--- src/core/spfs_pkg.sv ---
// package for the self programming flash sequencer
// assumes a 100 MHz system clock and a byte-wide flash macro behind the block
package spfs_pkg;

  // ----------------------------------------------------------------
  // register indices (byte address is four times the index)
  // ----------------------------------------------------------------
  localparam int          ADDR_W        = 18;
  localparam logic [15:0] IDX_COMMAND   = 16'hffa0;
  localparam logic [15:0] IDX_STATUS    = 16'hffa1;
  localparam logic [15:0] IDX_MODE_CTRL = 16'hffa2;
  localparam logic [15:0] IDX_KEY       = 16'hffa3;
  localparam logic [15:0] IDX_APH       = 16'hffa4;
  localparam logic [15:0] IDX_APL       = 16'hffa5;
  localparam logic [15:0] IDX_APHC      = 16'hffa6;
  localparam logic [15:0] IDX_APLC      = 16'hffa7;
  localparam logic [15:0] IDX_WBUF      = 16'hffa8;

  // ----------------------------------------------------------------
  // field positions, key and reset values
  // ----------------------------------------------------------------
  localparam int         MODE_SEL_BIT      = 0;
  localparam int         PROT_LSB          = 2;
  localparam int         ST_SEQ_ERR        = 0;
  localparam int         ST_VFY_ERR        = 1;
  localparam int         ST_PROT_ERR       = 2;
  localparam logic [7:0] KEY_VALUE         = 8'ha5;
  localparam logic [7:0] ERASED_BYTE       = 8'hff;
  localparam logic [11:0] PROTECT_BYTE_ADDR = 12'h081;
  localparam logic [2:0] STATUS_RST        = 3'h0;
  localparam logic [2:0] COMMAND_RST       = 3'h0;
  localparam logic [4:0] PROTECT_RST       = 5'h00;
  localparam logic [7:0] BYTE_RST          = 8'h00;
  localparam logic [7:0] BLOCK_FIRST       = 8'h00;
  localparam logic [7:0] BLOCK_LAST        = 8'hff;

  // ----------------------------------------------------------------
  // command codes
  // ----------------------------------------------------------------
  localparam logic [2:0] CMD_VERIFY = 3'h1;
  localparam logic [2:0] CMD_ERASE  = 3'h3;
  localparam logic [2:0] CMD_BLANK  = 3'h4;
  localparam logic [2:0] CMD_WRITE  = 3'h5;

  // ----------------------------------------------------------------
  // timing
  // ----------------------------------------------------------------
  localparam int CLK_MHZ            = 100;
  localparam int T_VERIFY_BLOCK_NS  = 6800000;
  localparam int T_VERIFY_BYTE_NS   = 27000;
  localparam int T_ERASE_NS         = 8500000;
  localparam int T_BLANK_NS         = 480000;
  localparam int T_WRITE_NS         = 150000;
  localparam int CYC_VERIFY_BLOCK   = T_VERIFY_BLOCK_NS * CLK_MHZ / 1000;
  localparam int CYC_VERIFY_BYTE    = T_VERIFY_BYTE_NS * CLK_MHZ / 1000;
  localparam int CYC_ERASE          = T_ERASE_NS * CLK_MHZ / 1000;
  localparam int CYC_BLANK          = T_BLANK_NS * CLK_MHZ / 1000;
  localparam int CYC_WRITE          = T_WRITE_NS * CLK_MHZ / 1000;
  localparam int TIMER_W            = 20;
  localparam logic [19:0] SCAN_RESERVE = 20'h00104;

  // ----------------------------------------------------------------
  // state types
  // ----------------------------------------------------------------
  typedef enum logic [1:0] {KEY_IDLE, KEY_ARMED, KEY_VALUE_SEEN, KEY_INVERT_SEEN} spfs_key_t;
  typedef enum logic [1:0] {SEQ_BOOT, SEQ_BOOT_WAIT, SEQ_IDLE, SEQ_RUN} spfs_seq_t;

endpackage

--- src/core/spfs_sequencer.sv ---
// self programming flash sequencer: apb registers, keyed mode entry, command engine
// assumes an apb master on CLK, a cpu that pulses HALT_EXEC and obeys CPU_STALL,
// and a flash macro with one-cycle read latency that erases and writes on a pulse
//
// Notes on behaviour
// - halt in self programming mode runs the prepared command, then releases stall itself.
// - maskable interrupt servicing is suppressed while self programming mode is set.
// - internal verify lasts 6.8 ms for a whole block, 27 us per byte otherwise.
// - block erase erases the numbered block and ends 8.5 ms after halt.
// - blank check tests the block for erased bytes and ends 480 us after halt.
// - byte write programs one byte at the pointer and ends 150 us after halt.
// - interrupts during self programming stay latched and are serviced after mode exit.
// - the cpu executes nothing while a command runs; software services the watchdog first.
// - the sequencer never touches ram while a command runs.
// - an erased block reads ff everywhere; erase checks this afterwards.
// - pins keep their halt-mode state during self programming mode.
// - programmer security is ignored; only the protect byte blocks erase or write.
// - the protect byte lives at flash address 081h.
// - mode bit 0 selects normal (0) or self programming (1); cleared at reset.
// - protect byte is loaded into bits 2 to 6 after reset; bits 7, 1 read zero.
// - mode register changes only after key, value, inverse, value, or when an undefined command cancels the mode; last store counts.
// - a broken keyed sequence sets bit 0 of the status register.
// - the key register holds nothing readable after reset.
// - status flags clear only by writing zero or by reset; status resets to 00h.
// - verify failures set the verify flag; protected targets set the protect flag.
// - command codes are verify 001, erase 011, blank check 100, byte write 101.
// - an undefined command with the mode set cancels the mode, runs nothing, flags nothing.
`timescale 1ns/100ps
module spfs_sequencer #(
  parameter int P_CYC_VERIFY_BLOCK = spfs_pkg::CYC_VERIFY_BLOCK,
  parameter int P_CYC_VERIFY_BYTE  = spfs_pkg::CYC_VERIFY_BYTE,
  parameter int P_CYC_ERASE        = spfs_pkg::CYC_ERASE,
  parameter int P_CYC_BLANK        = spfs_pkg::CYC_BLANK,
  parameter int P_CYC_WRITE        = spfs_pkg::CYC_WRITE
) (
  // clock and reset
  input  wire logic                        CLK,
  input  wire logic                        RESETN,
  // apb slave
  input  wire logic                        PSEL,
  input  wire logic                        PENABLE,
  input  wire logic                        PWRITE,
  input  wire logic [spfs_pkg::ADDR_W-1:0] PADDR,
  input  wire logic [31:0]                 PWDATA,
  output logic      [31:0]                 PRDATA,
  output logic                             PREADY,
  output logic                             PSLVERR,
  // cpu side
  input  wire logic                        HALT_EXEC,
  output logic                             CPU_STALL,
  output logic                             INT_SUPPRESS,
  output logic                             RAM_BLOCK,
  output logic                             PIN_HOLD,
  // flash macro
  output logic      [11:0]                 FLASH_ADDR,
  output logic      [7:0]                  FLASH_WDATA,
  output logic                             FLASH_RD,
  output logic                             FLASH_ERASE,
  output logic                             FLASH_WRITE,
  input  wire logic [7:0]                  FLASH_RDATA,
  input  wire logic                        FLASH_VFY_FAIL
);
  import spfs_pkg::*;

  // ----------------------------------------------------------------
  // apb decode
  // ----------------------------------------------------------------
  logic [15:0] idx;
  logic        mapped;
  logic        wr;
  logic        rd_setup;
  logic [7:0]  wbyte;

  assign idx      = PADDR[ADDR_W-1:2];
  assign mapped   = (idx >= IDX_COMMAND) && (idx <= IDX_WBUF);
  assign wr       = PSEL && PENABLE && PWRITE && mapped;
  assign rd_setup = PSEL && !PENABLE && !PWRITE;
  assign wbyte    = PWDATA[7:0];
  // registers never insert wait states
  assign PREADY   = 1'b1;
  assign PSLVERR  = PSEL && PENABLE && !mapped;

  function automatic logic cmd_valid(input logic [2:0] c);
    cmd_valid = (c == CMD_VERIFY) || (c == CMD_ERASE) || (c == CMD_BLANK) || (c == CMD_WRITE);
  endfunction

  // ----------------------------------------------------------------
  // register file and keyed store sequence
  // ----------------------------------------------------------------
  spfs_key_t  key_state;
  spfs_key_t  next_key_state;
  logic [7:0] key_val;
  logic [7:0] next_key_val;
  logic       mode;
  logic       next_mode;
  logic [4:0] protect;
  logic [4:0] next_protect;
  logic [2:0] command;
  logic [2:0] next_command;
  logic [2:0] status;
  logic [2:0] next_status;
  logic [7:0] aph;
  logic [7:0] next_aph;
  logic [7:0] apl;
  logic [7:0] next_apl;
  logic [7:0] aphc;
  logic [7:0] next_aphc;
  logic [7:0] aplc;
  logic [7:0] next_aplc;
  logic [7:0] wbuf;
  logic [7:0] next_wbuf;
  logic [31:0] next_prdata;
  logic       seq_err;

  // set by the command engine below
  logic       set_vfy;
  logic       set_prot;
  logic       prot_load;

  always_comb begin
    next_key_state = key_state;
    next_key_val   = key_val;
    next_mode      = mode;
    next_protect   = protect;
    next_command   = command;
    next_aph       = aph;
    next_apl       = apl;
    next_aphc      = aphc;
    next_aplc      = aplc;
    next_wbuf      = wbuf;
    next_status    = status;
    seq_err        = 1'b0;
    if (prot_load) begin
      next_protect = FLASH_RDATA[4:0];
    end
    if (wr) begin
      if (idx == IDX_KEY) begin
        // a key write in mid sequence is itself a broken sequence
        seq_err        = (wbyte != KEY_VALUE) || (key_state != KEY_IDLE);
        next_key_state = (wbyte == KEY_VALUE) ? KEY_ARMED : KEY_IDLE;
      end else if (idx == IDX_MODE_CTRL) begin
        next_key_state = KEY_IDLE;
        case (key_state)
          KEY_ARMED: begin
            next_key_val   = wbyte;
            next_key_state = KEY_VALUE_SEEN;
          end
          KEY_VALUE_SEEN: begin
            if (wbyte == ~key_val) begin
              next_key_state = KEY_INVERT_SEEN;
            end else begin
              seq_err = 1'b1;
            end
          end
          KEY_INVERT_SEEN: begin
            if (wbyte == key_val) begin
              next_mode = wbyte[MODE_SEL_BIT];
            end else begin
              seq_err = 1'b1;
            end
          end
          default: begin
            seq_err = 1'b1;
          end
        endcase
      end else begin
        if (key_state != KEY_IDLE) begin
          seq_err        = 1'b1;
          next_key_state = KEY_IDLE;
        end
        case (idx)
          IDX_COMMAND: next_command = wbyte[2:0];
          IDX_STATUS:  next_status  = status & wbyte[2:0];
          IDX_APH:     next_aph     = wbyte;
          IDX_APL:     next_apl     = wbyte;
          IDX_APHC:    next_aphc    = wbyte;
          IDX_APLC:    next_aplc    = wbyte;
          IDX_WBUF:    next_wbuf    = wbyte;
          default:     next_wbuf    = wbuf;
        endcase
      end
    end
    // hardware sets win over a simultaneous software clear
    next_status[ST_SEQ_ERR]  = next_status[ST_SEQ_ERR] | seq_err;
    next_status[ST_VFY_ERR]  = next_status[ST_VFY_ERR] | set_vfy;
    next_status[ST_PROT_ERR] = next_status[ST_PROT_ERR] | set_prot;
    if (next_mode && !cmd_valid(next_command)) begin
      next_mode = 1'b0;
    end
    next_prdata = PRDATA;
    if (rd_setup) begin
      case (idx)
        IDX_COMMAND:   next_prdata = {29'h0, command};
        IDX_STATUS:    next_prdata = {29'h0, status};
        IDX_MODE_CTRL: next_prdata = {25'h0, protect, 1'b0, mode};
        IDX_APH:       next_prdata = {24'h0, aph};
        IDX_APL:       next_prdata = {24'h0, apl};
        IDX_APHC:      next_prdata = {24'h0, aphc};
        IDX_APLC:      next_prdata = {24'h0, aplc};
        IDX_WBUF:      next_prdata = {24'h0, wbuf};
        default:       next_prdata = 32'h0;
      endcase
    end
  end

  always_ff @(posedge CLK or negedge RESETN) begin
    if (!RESETN) begin
      key_state <= KEY_IDLE;
      key_val   <= BYTE_RST;
      mode      <= 1'b0;
      protect   <= PROTECT_RST;
      command   <= COMMAND_RST;
      status    <= STATUS_RST;
      aph       <= BYTE_RST;
      apl       <= BYTE_RST;
      aphc      <= BYTE_RST;
      aplc      <= BYTE_RST;
      wbuf      <= BYTE_RST;
      PRDATA    <= 32'h0;
    end else begin
      key_state <= next_key_state;
      key_val   <= next_key_val;
      mode      <= next_mode;
      protect   <= next_protect;
      command   <= next_command;
      status    <= next_status;
      aph       <= next_aph;
      apl       <= next_apl;
      aphc      <= next_aphc;
      aplc      <= next_aplc;
      wbuf      <= next_wbuf;
      PRDATA    <= next_prdata;
    end
  end

  // ----------------------------------------------------------------
  // command engine
  // ----------------------------------------------------------------
  spfs_seq_t          seq_state;
  spfs_seq_t          next_seq_state;
  logic [2:0]         run_cmd;
  logic [2:0]         next_run_cmd;
  logic               scan_go;
  logic               next_scan_go;
  logic               scan_active;
  logic               next_scan_active;
  logic               rd_pend;
  logic               next_rd_pend;
  logic [11:0]        scan_addr;
  logic [11:0]        next_scan_addr;
  logic [11:0]        scan_end;
  logic [11:0]        next_scan_end;
  logic [11:0]        next_flash_addr;
  logic               next_flash_rd;
  logic               next_flash_erase;
  logic               next_flash_write;
  logic               timer_load;
  logic [TIMER_W-1:0] timer_value;
  logic [TIMER_W-1:0] timer_left;
  logic               timer_done;
  logic [3:0]         blk;
  logic               blk_protected;
  logic [8:0]         nbytes;
  logic               mismatch;

  // only the low nibble of the high pointer selects a block
  assign blk           = aph[3:0];
  // blocks below the protect value are guarded
  assign blk_protected = {1'b0, blk} < protect;
  assign nbytes        = (aplc >= apl) ? ({1'b0, aplc} - {1'b0, apl} + 9'h001) : 9'h001;

  always_comb begin
    case (run_cmd)
      CMD_VERIFY: mismatch = FLASH_VFY_FAIL;
      CMD_WRITE:  mismatch = FLASH_RDATA != wbuf;
      default:    mismatch = FLASH_RDATA != ERASED_BYTE;
    endcase
  end

  always_comb begin
    next_seq_state   = seq_state;
    next_run_cmd     = run_cmd;
    next_scan_go     = scan_go;
    next_scan_active = scan_active;
    next_rd_pend     = 1'b0;
    next_scan_addr   = scan_addr;
    next_scan_end    = scan_end;
    next_flash_addr  = FLASH_ADDR;
    next_flash_rd    = 1'b0;
    next_flash_erase = 1'b0;
    next_flash_write = 1'b0;
    timer_load       = 1'b0;
    timer_value      = '0;
    set_vfy          = 1'b0;
    set_prot         = 1'b0;
    prot_load        = 1'b0;
    case (seq_state)
      SEQ_BOOT: begin
        next_flash_addr = PROTECT_BYTE_ADDR;
        next_flash_rd   = 1'b1;
        next_seq_state  = SEQ_BOOT_WAIT;
      end
      SEQ_BOOT_WAIT: begin
        if (!FLASH_RD) begin
          prot_load      = 1'b1;
          next_seq_state = SEQ_IDLE;
        end
      end
      SEQ_IDLE: begin
        if (HALT_EXEC && mode) begin
          next_seq_state = SEQ_RUN;
          next_run_cmd   = command;
          timer_load     = 1'b1;
          next_scan_go   = 1'b1;
          next_scan_addr = {blk, BLOCK_FIRST};
          next_scan_end  = {blk, BLOCK_LAST};
          case (command)
            CMD_VERIFY: begin
              next_scan_addr = {blk, apl};
              next_scan_end  = {blk, aplc};
              if (apl == BLOCK_FIRST && aplc == BLOCK_LAST) begin
                timer_value = TIMER_W'(P_CYC_VERIFY_BLOCK);
              end else begin
                timer_value = TIMER_W'(nbytes * P_CYC_VERIFY_BYTE);
              end
            end
            CMD_ERASE: begin
              timer_value = TIMER_W'(P_CYC_ERASE);
              if (blk_protected) begin
                set_prot     = 1'b1;
                next_scan_go = 1'b0;
              end else begin
                next_flash_addr  = {blk, BLOCK_FIRST};
                next_flash_erase = 1'b1;
              end
            end
            CMD_BLANK: begin
              timer_value = TIMER_W'(P_CYC_BLANK);
            end
            default: begin
              timer_value    = TIMER_W'(P_CYC_WRITE);
              next_scan_addr = {blk, apl};
              next_scan_end  = {blk, apl};
              if (blk_protected) begin
                set_prot     = 1'b1;
                next_scan_go = 1'b0;
              end else begin
                next_flash_addr  = {blk, apl};
                next_flash_write = 1'b1;
              end
            end
          endcase
        end
      end
      SEQ_RUN: begin
        next_rd_pend = FLASH_RD;
        // readback happens in the tail of the timed window, so the end time stays exact
        if (scan_go && timer_left == SCAN_RESERVE) begin
          next_scan_active = 1'b1;
          next_scan_go     = 1'b0;
        end
        if (scan_active) begin
          next_flash_addr = scan_addr;
          next_flash_rd   = 1'b1;
          if (scan_addr == scan_end) begin
            next_scan_active = 1'b0;
          end else begin
            next_scan_addr = scan_addr + 12'h001;
          end
        end
        if (rd_pend && mismatch) begin
          set_vfy = 1'b1;
        end
        if (timer_done) begin
          next_seq_state   = SEQ_IDLE;
          next_scan_active = 1'b0;
          next_scan_go     = 1'b0;
        end
      end
      default: begin
        next_seq_state = SEQ_IDLE;
      end
    endcase
  end

  always_ff @(posedge CLK or negedge RESETN) begin
    if (!RESETN) begin
      seq_state   <= SEQ_BOOT;
      run_cmd     <= COMMAND_RST;
      scan_go     <= 1'b0;
      scan_active <= 1'b0;
      rd_pend     <= 1'b0;
      scan_addr   <= 12'h000;
      scan_end    <= 12'h000;
      FLASH_ADDR  <= 12'h000;
      FLASH_RD    <= 1'b0;
      FLASH_ERASE <= 1'b0;
      FLASH_WRITE <= 1'b0;
    end else begin
      seq_state   <= next_seq_state;
      run_cmd     <= next_run_cmd;
      scan_go     <= next_scan_go;
      scan_active <= next_scan_active;
      rd_pend     <= next_rd_pend;
      scan_addr   <= next_scan_addr;
      scan_end    <= next_scan_end;
      FLASH_ADDR  <= next_flash_addr;
      FLASH_RD    <= next_flash_rd;
      FLASH_ERASE <= next_flash_erase;
      FLASH_WRITE <= next_flash_write;
    end
  end

  spfs_timer u_timer (
    .clk        (CLK),
    .resetn     (RESETN),
    .load       (timer_load),
    .load_value (timer_value),
    .remaining  (timer_left),
    .done       (timer_done)
  );

  // ----------------------------------------------------------------
  // cpu side levels
  // ----------------------------------------------------------------
  // the cpu stays held until the protect byte is known after reset
  assign CPU_STALL    = (seq_state != SEQ_IDLE);
  assign RAM_BLOCK    = (seq_state == SEQ_RUN);
  assign INT_SUPPRESS = mode;
  assign PIN_HOLD     = mode;
  assign FLASH_WDATA  = wbuf;

endmodule

--- src/core/spfs_timer.sv ---
// down counter that times one sequencer command
// assumes load is a one-cycle pulse from the sequencer on the same clock
`timescale 1ns/100ps
module spfs_timer (
  // clock and reset
  input  wire logic                          clk,
  input  wire logic                          resetn,
  // control
  input  wire logic                          load,
  input  wire logic [spfs_pkg::TIMER_W-1:0]  load_value,
  // status
  output logic      [spfs_pkg::TIMER_W-1:0]  remaining,
  output logic                               done
);
  import spfs_pkg::*;

  logic [TIMER_W-1:0] count;
  logic [TIMER_W-1:0] next_count;
  logic               next_done;

  always_comb begin
    next_count = count;
    next_done  = 1'b0;
    if (load) begin
      next_count = load_value;
    end else if (count != '0) begin
      next_count = count - 1'b1;
      // done stands in the last counted cycle, so a run lasts exactly the loaded count
      next_done  = (next_count == 20'h00001);
    end
  end

  always_ff @(posedge clk or negedge resetn) begin
    if (!resetn) begin
      count <= '0;
      done  <= 1'b0;
    end else begin
      count <= next_count;
      done  <= next_done;
    end
  end

  assign remaining = count;

endmodule

--- config.mk ---
export PLATFORM = sky130hd
export DESIGN_NAME = spfs_sequencer
export DESIGN_NICKNAME = d
export VERILOG_FILES = /design/src/core/spfs_pkg.sv /design/src/core/spfs_sequencer.sv /design/src/core/spfs_timer.sv
export SDC_FILE = /design/constraint.sdc
export NUM_CORES = 1
export LEC_CHECK = 0
export BUFFER_PORTS_ARGS = -buffer_cell sky130_fd_sc_hd__buf_4
export CAP_MARGIN = 20
export CORE_MARGIN = 2
export CORE_UTILIZATION = 54
export DETAILED_ROUTE_END_ITERATION = 8
export PLACE_DENSITY = 0.81
export SYNTH_ARGS = -nofsm -noshare
export SYNTH_HDL_FRONTEND = slang
export SYNTH_SLANG_ARGS = --single-unit
--- constraint.sdc ---
create_clock -name CLK -period 5.9 [get_ports CLK]
set_clock_uncertainty 0.2 [all_clocks]
set_input_delay 0.295 -clock CLK [delete_from_list [all_inputs] [get_ports CLK]]
set_output_delay 0.295 -clock CLK [all_outputs]
set_load 0.005 [all_outputs]
* Yosys cells after proc, flatten, opt, wreduce, memory -nomap -nowiden
Index checks and enable logic that the tools add are counted.
** Cells by class
- Add/subtract/negate cells :: 4
- $mul :: 1
- Order comparisons :: 4
- Equality and inequality tests :: 43
- Muxes and demuxes :: 83
- Bitwise gates (word level) :: 7
- Reductions and logical operators :: 43
** Operators by type and width (number)
- equality test 16 bit (second input constant) :: 9
- two-way mux 20 bit :: 5
- two-way mux 12 bit :: 7
- case mux 8 bit (8 select lines) :: 1
- case mux 20 bit (3 select lines) :: 1
- case mux 12 bit (2 select lines) :: 2
- two-way mux 1 bit :: 42
- case mux 12 bit (3 select lines) :: 1
- AND reduction 4 bit :: 7
- two-way mux 3 bit :: 8
- equality test 20 x 1 -> 1 bit (second input constant) :: 1
- equality test 20 x 9 -> 1 bit (second input constant) :: 1
- nonzero test 20 bit :: 1
- subtractor 20 x 1 -> 20 bit (second input constant) :: 1
- multiplier 9 x 10 -> 18 bit (second input constant) :: 1
- equality test 8 bit :: 2
- equality test 8 bit (second input constant) :: 2
- >= comparator 16 bit (second input constant) :: 1
- less-or-equal comparator 16 bit (second input constant) :: 1
- != test 8 bit (second input constant) :: 2
- case mux 8 bit (2 select lines) :: 1
- two-way mux 2 bit :: 7
- adder 12 x 1 -> 12 bit (second input constant) :: 1
- equality test 12 bit :: 1
- 35 further kinds :: 79
** Word-level totals
- Flip-flop bits (word level) :: 162
- Input bits :: 65
- Output and inout bits :: 61
- Word-level logic and storage cells :: 210

* Depth between registers and ports, before layout
Gate-level depths: netlist (run 1).
- Word-level depth :: 12
- Depth in mapped cells :: 26
- Depth with buffers taken out :: 26

* Hierarchy
A second synthesis (run 1) with hierarchy kept.
** Second synthesis, totals
- Cells, all modules :: 1131
- Area total of the unflattened synthesis :: 10473.8 um2
** Modules (own cells, without submodules)
- spfs_sequencer :: instances 1, cells each 975, area each 9019.9 um2, sequential area each 2927.8 um2
- spfs_timer :: instances 1, cells each 156, area each 1453.9 um2, sequential area each 525.5 um2

* Least setup slack after synthesis (run 1)
Ideal clock, no wire load.
- Path kind :: register -> register
- Start point :: register apl[1]
- End point :: register u_timer.count[19] (netlist: u_timer.remaining[19])
- Library setup time :: 0.124 ns
- Arrival :: 5.858 ns
- Required time :: 5.576 ns
- Path slack :: -0.282 ns
- Cell stages (with the launch flop) :: 27
- Path buffers :: 0
- Period minus slack after synthesis :: 6.182 ns
- Cell sequence :: dfrtp_1 -> inv_1 -> ha_1 -> inv_1 -> ha_1 -> fa_1 -> nor2b_1 -> o21ai_0 -> a21oi_1 -> o21ai_0 -> a21oi_1 -> or3_1 -> a21oi_1 -> ha_1 -> inv_1 -> fa_1 -> fa_1 -> inv_1 -> fa_1 -> ha_1 -> o21ai_0 -> o21bai_1 -> nand2_1 -> o311ai_0 -> nor3b_1 -> mux2i_1 -> a211o_1
** Between the ends
- Word-level cells in the longest chain between the ends :: 9
- Elaborated cells between the ends (all ways) :: 12
- Those cells by class :: add/sub: 2; mul: 1; order compare: 1; mux: 6; reduce/logical: 2
** Ends and longest elaborated chain
- from (decl) :: RTL line spfs_sequencer.sv:104 : logic [7:0] apl;
- from (signal assigned) :: RTL line spfs_sequencer.sv:228 : apl <= next_apl;
- subtractor 8 x 8 -> 9 bit :: RTL line spfs_sequencer.sv:270 : assign nbytes = (aplc >= apl) ? ({1'b0, aplc} - {1'b0, apl} + 9'h001) : 9'h001;
- adder 9 x 1 -> 9 bit :: RTL line spfs_sequencer.sv:270
- two-way mux 9 bit :: RTL line spfs_sequencer.sv:270
- multiplier 9 x 10 -> 18 bit :: RTL line spfs_sequencer.sv:324 : timer_value = TIMER_W'(nbytes * P_CYC_VERIFY_BYTE);
- two-way mux 20 bit * :: RTL line spfs_sequencer.sv:321 : if (apl == BLOCK_FIRST && aplc == BLOCK_LAST) begin
- case mux 20 bit (3 select lines) * :: RTL line spfs_sequencer.sv:317 : case (command)
- two-way mux 20 bit * :: RTL line spfs_sequencer.sv:310 : if (HALT_EXEC && mode) begin
- two-way mux 20 bit * :: RTL line spfs_sequencer.sv:297 : case (seq_state)
- two-way mux 20 bit * :: RTL line spfs_timer.sv:24 : if (load) begin
- to (signal assigned) :: RTL line spfs_timer.sv:38 : count <= next_count;
- to (decl) :: RTL line spfs_timer.sv:17 : logic [TIMER_W-1:0] count;
Mark *: on every way between the ends. The rest lies on a longest branch, timed or not.
A chain may end at the register's enable or synchronous reset.

* Final worst setup path (run 1)
- Start point :: register aplc[1]
- End point :: register u_timer.count[19] (netlist: u_timer.remaining[19])
** Between the ends
- Word-level cells in the longest chain between the ends :: 9
- Elaborated cells between the ends (all ways) :: 12
- Those cells by class :: add/sub: 2; mul: 1; order compare: 1; eq/ne: 1; mux: 6; reduce/logical: 1
** Ends and longest elaborated chain
- from (decl) :: RTL line spfs_sequencer.sv:108 : logic [7:0] aplc;
- from (signal assigned) :: RTL line spfs_sequencer.sv:230 : aplc <= next_aplc;
- subtractor 8 x 8 -> 9 bit :: RTL line spfs_sequencer.sv:270
- adder 9 x 1 -> 9 bit :: RTL line spfs_sequencer.sv:270
- two-way mux 9 bit :: RTL line spfs_sequencer.sv:270
- multiplier 9 x 10 -> 18 bit :: RTL line spfs_sequencer.sv:324
- two-way mux 20 bit * :: RTL line spfs_sequencer.sv:321
- case mux 20 bit (3 select lines) * :: RTL line spfs_sequencer.sv:317
- two-way mux 20 bit * :: RTL line spfs_sequencer.sv:310
- two-way mux 20 bit * :: RTL line spfs_sequencer.sv:297
- two-way mux 20 bit * :: RTL line spfs_timer.sv:24
Marked as above.

==> reports/qor.txt, run 1 <==
DR vias/cell = 6.13
layout cells sized above 1 = 20.8%
H-Tree Depth = 4
DP Area = 0.0107 mm²
Setup CP Type = flip-flop to flip-flop
max frequency = 0.168 GHz
reg-to-reg setup timing slack = -0.06 ns
Yosys top cell by area = dfrtp_1
post-synth top area share = 35.2%
cells after synthesis = 1050
Lkg Pwr = 0.00573 µW
first-pass GRT wire length = 42800 µm
total gr overflow = 0
relative slew slack = 44.4%
final net count = 1313
CTS buffer count = 17
commonest cells in the netlist = dfrtp_1, nand2_1, inv_1
most common cell in the netlist = dfrtp_1
die area = 0.0192 mm²
Final Critical Period = 5.96 ns
Slew @ Worst Pin = 0.835 ns
Hold Path Class = input port to flip-flop
GRT Util Overall = 27.5%
Post-Syn Area = 0.00980 mm²
reg2reg end = u_timer.remaining[19]
Residual DRC = 0
Async SR Flop Fraction = 100%
PwrDens = 196 mW/mm²
syn avg cell area = 9.33 µm²
Critical Path Stages = 25
Fin. Hold Viols = 0
clk buf depth = 2
initial antenna violation count = 0
clock transition at the registers of the reported paths = 0.07 ns
GPL Wtd Cong = 0.914
outcome = finished, violations left
drt wl/cell = 19.1 µm
CP endpoint = u_timer.remaining[19]
std cell rows = 49
final setup fails = 1
Die Y-Extent = 139 µm
Clk Latency, worst-skew pair = 0.43 ns
Antenna Violating Nets Remaining = 0
Die W = 139 µm
vias in the first global route = 8340
YS warnings = 0
register area share after synthesis = 35.2%
Yosys reg bits = 138
Critical Path Sink Type = flip-flop
Crit. Startpoint = aplc[1]
Buf/Inv on CP = 3
CTS sink count = 138
violated checks = negative setup slack
worst endpoint required time = 6.01 ns
Reg-to-Reg Start = aplc[1]
Post-synth EDFFs = 0
core area = 0.0179 mm²
RSZ-0062 raised after global routing = yes
synth top area cells = dfrtp_1, ha_1, mux2_2, nand2_1, fa_1
Max stage delay on crit path = 0.56 ns
Main synth FF type = dfrtp_1
# placed instances = 1348
Initial Util = 54.7%
pre-CTS worst setup slack = -0.182 ns
Post-Route WL = 26500 µm
setup slack after layout = -0.0637 ns
First DRT Iteration DRCs = 832
worst r2r path cells = 25
I/O pins = 126
Max Cap Viol = 0
VDD IR max = 0.200 mV
Inserted Diodes = 0
largest net degree at the start of global routing = 91
Max Slew Vio Count = 0
CTS tree = yes
Layout area overhead = 18.3%
Vias = 8532
CP Max Fanout = 3
I/O Buffers = 74
cell family with most CP delay = adder cells
setup TNS = -0.0637 ns
CP Launch Type = flip-flop
CP max stage cell = fa_1
synth unique cells = 73
Final Instance Area = 0.0116 mm²
Clock Root Buffer = clkbuf_16
hpwl dp = 18800 µm
crit share post-route = 101%
first-pass detailed-route iteration total = 7
Non-Filler Instances = 1391
crit path DAT = 6.08 ns
## stage by stage
step | total power [µW] | util, % | hold slack, ns
6_report | 2270 | 64.7 | 0.0203
5_1_grt | 2310 | 64.7 | 0.0112
4_1_cts | 2270 | 64.1 | 0.00312
3_5_place_dp | 1040 | 59.6 | 0.228
3_3_place_gp | 1030 | 59.6 | 0.222
2_1_floorplan | 995 | - | -0.201
## what timing repair did
item | CTS | global route
gates resized for setup | 11 | 28
pin swaps | 7 | 26
buffers inserted | 1 | 2
endpoints found under the setup margin | 5 | 7
endpoints found under the hold margin | 96 | 0
hold buffers | 8 | 0
## cell usage in the layout (no fill, tap or decap), drive strengths merged, types with 21 or more instances in the layout
cell and count:
dfrtp 138, buf 113, nand2 106, inv 87, ha 83, nor2 56, mux2 55, o21ai 54
a21oi 51, xnor2 31, nor3 28, conb 25, xor2 24, nand3 24, nor4 22, a22o 21
## per-layer routing
| layer | GRT usage (%) | share of wire [%] |
|---|---|---|
| met3 | 5.21 | 8.0 |
| met1 | 36.4 | 40 |
| met4 | 10.5 | 3.6 |
| met2 | 45.1 | 48 |
| met5 | 0 | 0 |
## cell families (layout without fill, tap and decap cells)
| logic type | Yosys count | in the layout | synth area share, % |
|---|---|---|---|
| compound gates | 228 | 228 | 15.5 |
| other cells | 2 | 25 | 0.0766 |
| flops | 138 | 138 | 35.2 |
| xor+xnor | 55 | 55 | 4.92 |
| fa+ha+maj | 99 | 99 | 13.9 |
| mux | 63 | 63 | 7.14 |
| simple gates | 316 | 316 | 16.4 |
| buf+inv | 149 | 238 | 6.87 |
## layout make-up
cell class | count | area [µm²]
repair buffers | 121 | 940
multi-input cells | 786 | 5910
inverters | 85 | 319
fillers | 1372 | 6310
well taps | 229 | 287
clock buffers | 18 | 439
flip-flops and latches | 138 | 3450
clock inverters | 14 | 243
## where the power goes
part           internal, µW  switching (µW)  total [µW]  leakage [µW]
clock network           808             434        1240      0.000335
logic                  27.0            50.3        77.3       0.00364
registers               946          0.0322         946       0.00176
## state kept, by name (all words and copies together) (netlist names), 12 cells and up
register / flops
u_timer.remaining: 20
FLASH_ADDR: 12
scan_addr: 12
scan_end: 12
## how the worst min path moves through the flow
stage / startpoint / end / slack, ns / cells after the start
6_report: PWDATA[7] / FLASH_WDATA[7] / 0.02 / 2
5_1_grt: PWDATA[7] / aphc[7] / 0.01 / 2
4_1_cts: PWDATA[7] / FLASH_WDATA[7] / 0.003 / 2
3_5_place_dp: RESETN / PRDATA[3] / 0.23 / 1
3_3_place_gp: RESETN / PRDATA[3] / 0.22 / 1
2_1_floorplan: RESETN / FLASH_ADDR[0] / -0.20 / 0
No activity file was read; power rests on OpenSTA's default activity.
==> run 2, diff against run 1 <==
CORE_UTILIZATION = 40   (was 54)
PLACE_DENSITY = 0.64   (was 0.81)
==> reports/qor.txt, run 2 (synthesis results as in run 1) <==
filler instances = 2294
top layer in use = met4
GPL Wtd Cong = 0.859
Layout area overhead = 18.7%
first-pass detailed-route iteration total = 7
Antenna Violating Nets Remaining = 0
layout cells sized above 1 = 20.7%
GRT Util Overall = 20.7%
Final Critical Period = 5.81 ns
worst endpoint required time = 6.02 ns
Residual DRC = 0
Fin. Hold Viols = 0
drt wl/cell = 17.6 µm
CP max stage cell = fa_1
H-Tree Depth = 4
RSZ-0062 raised after global routing = yes
relative slew slack = 28.8%
Non-Filler Instances = 1490
hpwl dp = 19600 µm
Die Y-Extent = 161 µm
vias in the first global route = 8207
CTS tree = yes
clk buf depth = 2
crit share post-route = 98.5%
Clk Latency, worst-skew pair = 0.43 ns
DR vias/cell = 5.53
Lkg Pwr = 0.00576 µW
Buf/Inv on CP = 3
PwrDens = 182 mW/mm²
Setup CP Type = flip-flop to flip-flop
Max Slew Vio Count = 0
met3 WL = 1330 µm
CTS sink count = 138
Post-Route WL = 26200 µm
CP Max Fanout = 4
outcome = complete, no violations
first-pass GRT wire length = 42700 µm
clock transition at the registers of the reported paths = 0.07 ns
I/O Buffers = 74
multi-input combinational cell area = 0.00589 mm²
core area = 0.0242 mm²
initial antenna violation count = 0
pre-CTS worst setup slack = -0.136 ns
most frequent cells in the layout = dfrtp_1, buf_4, nand2_1, inv_1, ha_1
max frequency = 0.172 GHz
VDD IR max = 0.181 mV
final setup fails = 0
Inserted Diodes = 0
wl on met1 = 11700 µm
total chip power = 2120 µW
total gr overflow = 0
die area = 0.0258 mm²
commonest non-fill, non-tap cell in the layout = dfrtp_1
Hold Path Class = input port to flip-flop
Clock Root Buffer = clkbuf_16
Initial Util = 40.5%
std cell rows = 57
First DRT Iteration DRCs = 577
I/O pins = 126
Die W = 161 µm
sequential cell area = 0.00345 mm²
CP Launch Type = flip-flop
Largest register FFs = 20
final net count = 1317
met2 WL = 12700 µm
Max Cap Viol = 0
# placed instances = 1448
Slew @ Worst Pin = 1.05 ns
crit path DAT = 5.93 ns
Vias = 8234
cell family with most CP delay = adder cells
CTS buffer count = 17
Max stage delay on crit path = 0.55 ns
setup slack after layout = 0.0881 ns
largest net degree at the start of global routing = 96
Critical Path Sink Type = flip-flop
[run 2: changes by cell type in the layout (fill, tap and decap cells not counted), sizes merged]
cell / previous run / this run
buf: 113 / 116
bufinv: 6 / 1
clkbuf: 18 / 17
clkinv: 6 / 2
clkinvlp: 0 / 2
dlygate4sd3: 8 / 9
inv: 87 / 95
[run 2: where the power goes]
| group | leakage, µW | switching [µW] | internal (µW) | total, µW |
|---|---|---|---|---|
| Sequential | 0.00176 | 0.0288 | 946 | 946 |
| Combinational | 0.00371 | 49.8 | 27.3 | 77.1 |
| Clock | 0.000292 | 490 | 608 | 1100 |
| Total | 0.00576 | 539 | 1580 | 2120 |
[run 2: stage by stage]
step / hold slack (ns) / cell area [µm²] / util, % / setup TNS (ns)
after floorplan: -0.201 / 9910 / - / 0
after global placement: 0.256 / 10800 / 44.8 / -0.0101
after detailed placement: 0.254 / 10800 / 44.8 / -0.136
after CTS: 0.00242 / 11500 / 47.7 / 0
after global routing: 0.0152 / 11600 / 48.1 / -0.113
final: 0.00201 / 11600 / 48.1 / 0
[run 2: path summary, 6_finish.rpt]
path	cells past startpoint	slack [ns]	from	endpoint
hold / removal	3	0.002	PWDATA[0]	apl[0]
hold reg to reg	1	0.31	aph[7]	aph[7]
min in group asynchronous	2	0.29	RESETN	PRDATA[7]
setup / recovery	25	0.09	aplc[1]	u_timer.remaining[19]
max in group asynchronous	3	4.02	RESETN	scan_end[4]
setup reg to reg	25	0.09	aplc[1]	u_timer.remaining[19]
[run 2: area by class of cell]
cell class              count  area share (%)
inverters                  85            2.74
flip-flops and latches    138            29.7
clock inverters            15            1.49
repair buffers            125            8.29
multi-input cells         786            50.7
well taps                 324            3.48
clock buffers              17            3.66
[run 2: worst reg2reg max path, cell delays in order, from the launching register on]
cell and delay (ns):
dfrtp_1 0.42, ha_4 0.28, inv_1 0.04, ha_2 0.19, fa_2 0.34, nor2b_1 0.13
o21ai_1 0.14, a21oi_1 0.09, o21ai_1 0.15, a21oi_2 0.07, or3_4 0.35, a21o_1 0.20
ha_1 0.20, ha_1 0.29, inv_2 0.04, fa_1 0.55, inv_2 0.04, fa_1 0.50
ha_4 0.30, o21ai_2 0.05, o21bai_1 0.19, nand2_2 0.13, o311ai_4 0.24, nor3b_4 0.27
mux2i_1 0.10, a211o_1 0.22
[run 2: timing repair]
item / in CTS / in global routing
pin swaps: 4 / 17
buffers inserted: 0 / 1
gates resized for setup: 8 / 23
gates cloned: 0 / 0
setup endpoints to repair: 3 / 5
hold endpoints to repair: 104 / 0
hold buffers: 9 / 0
[run 2: metal layers]
metal  GRT usage [%]  vias to the layer above
met5               0                        -
met2            35.1                      248
met3            3.07                       49
met1            27.6                     4028
met4            5.65                        0
li1                -                     3909
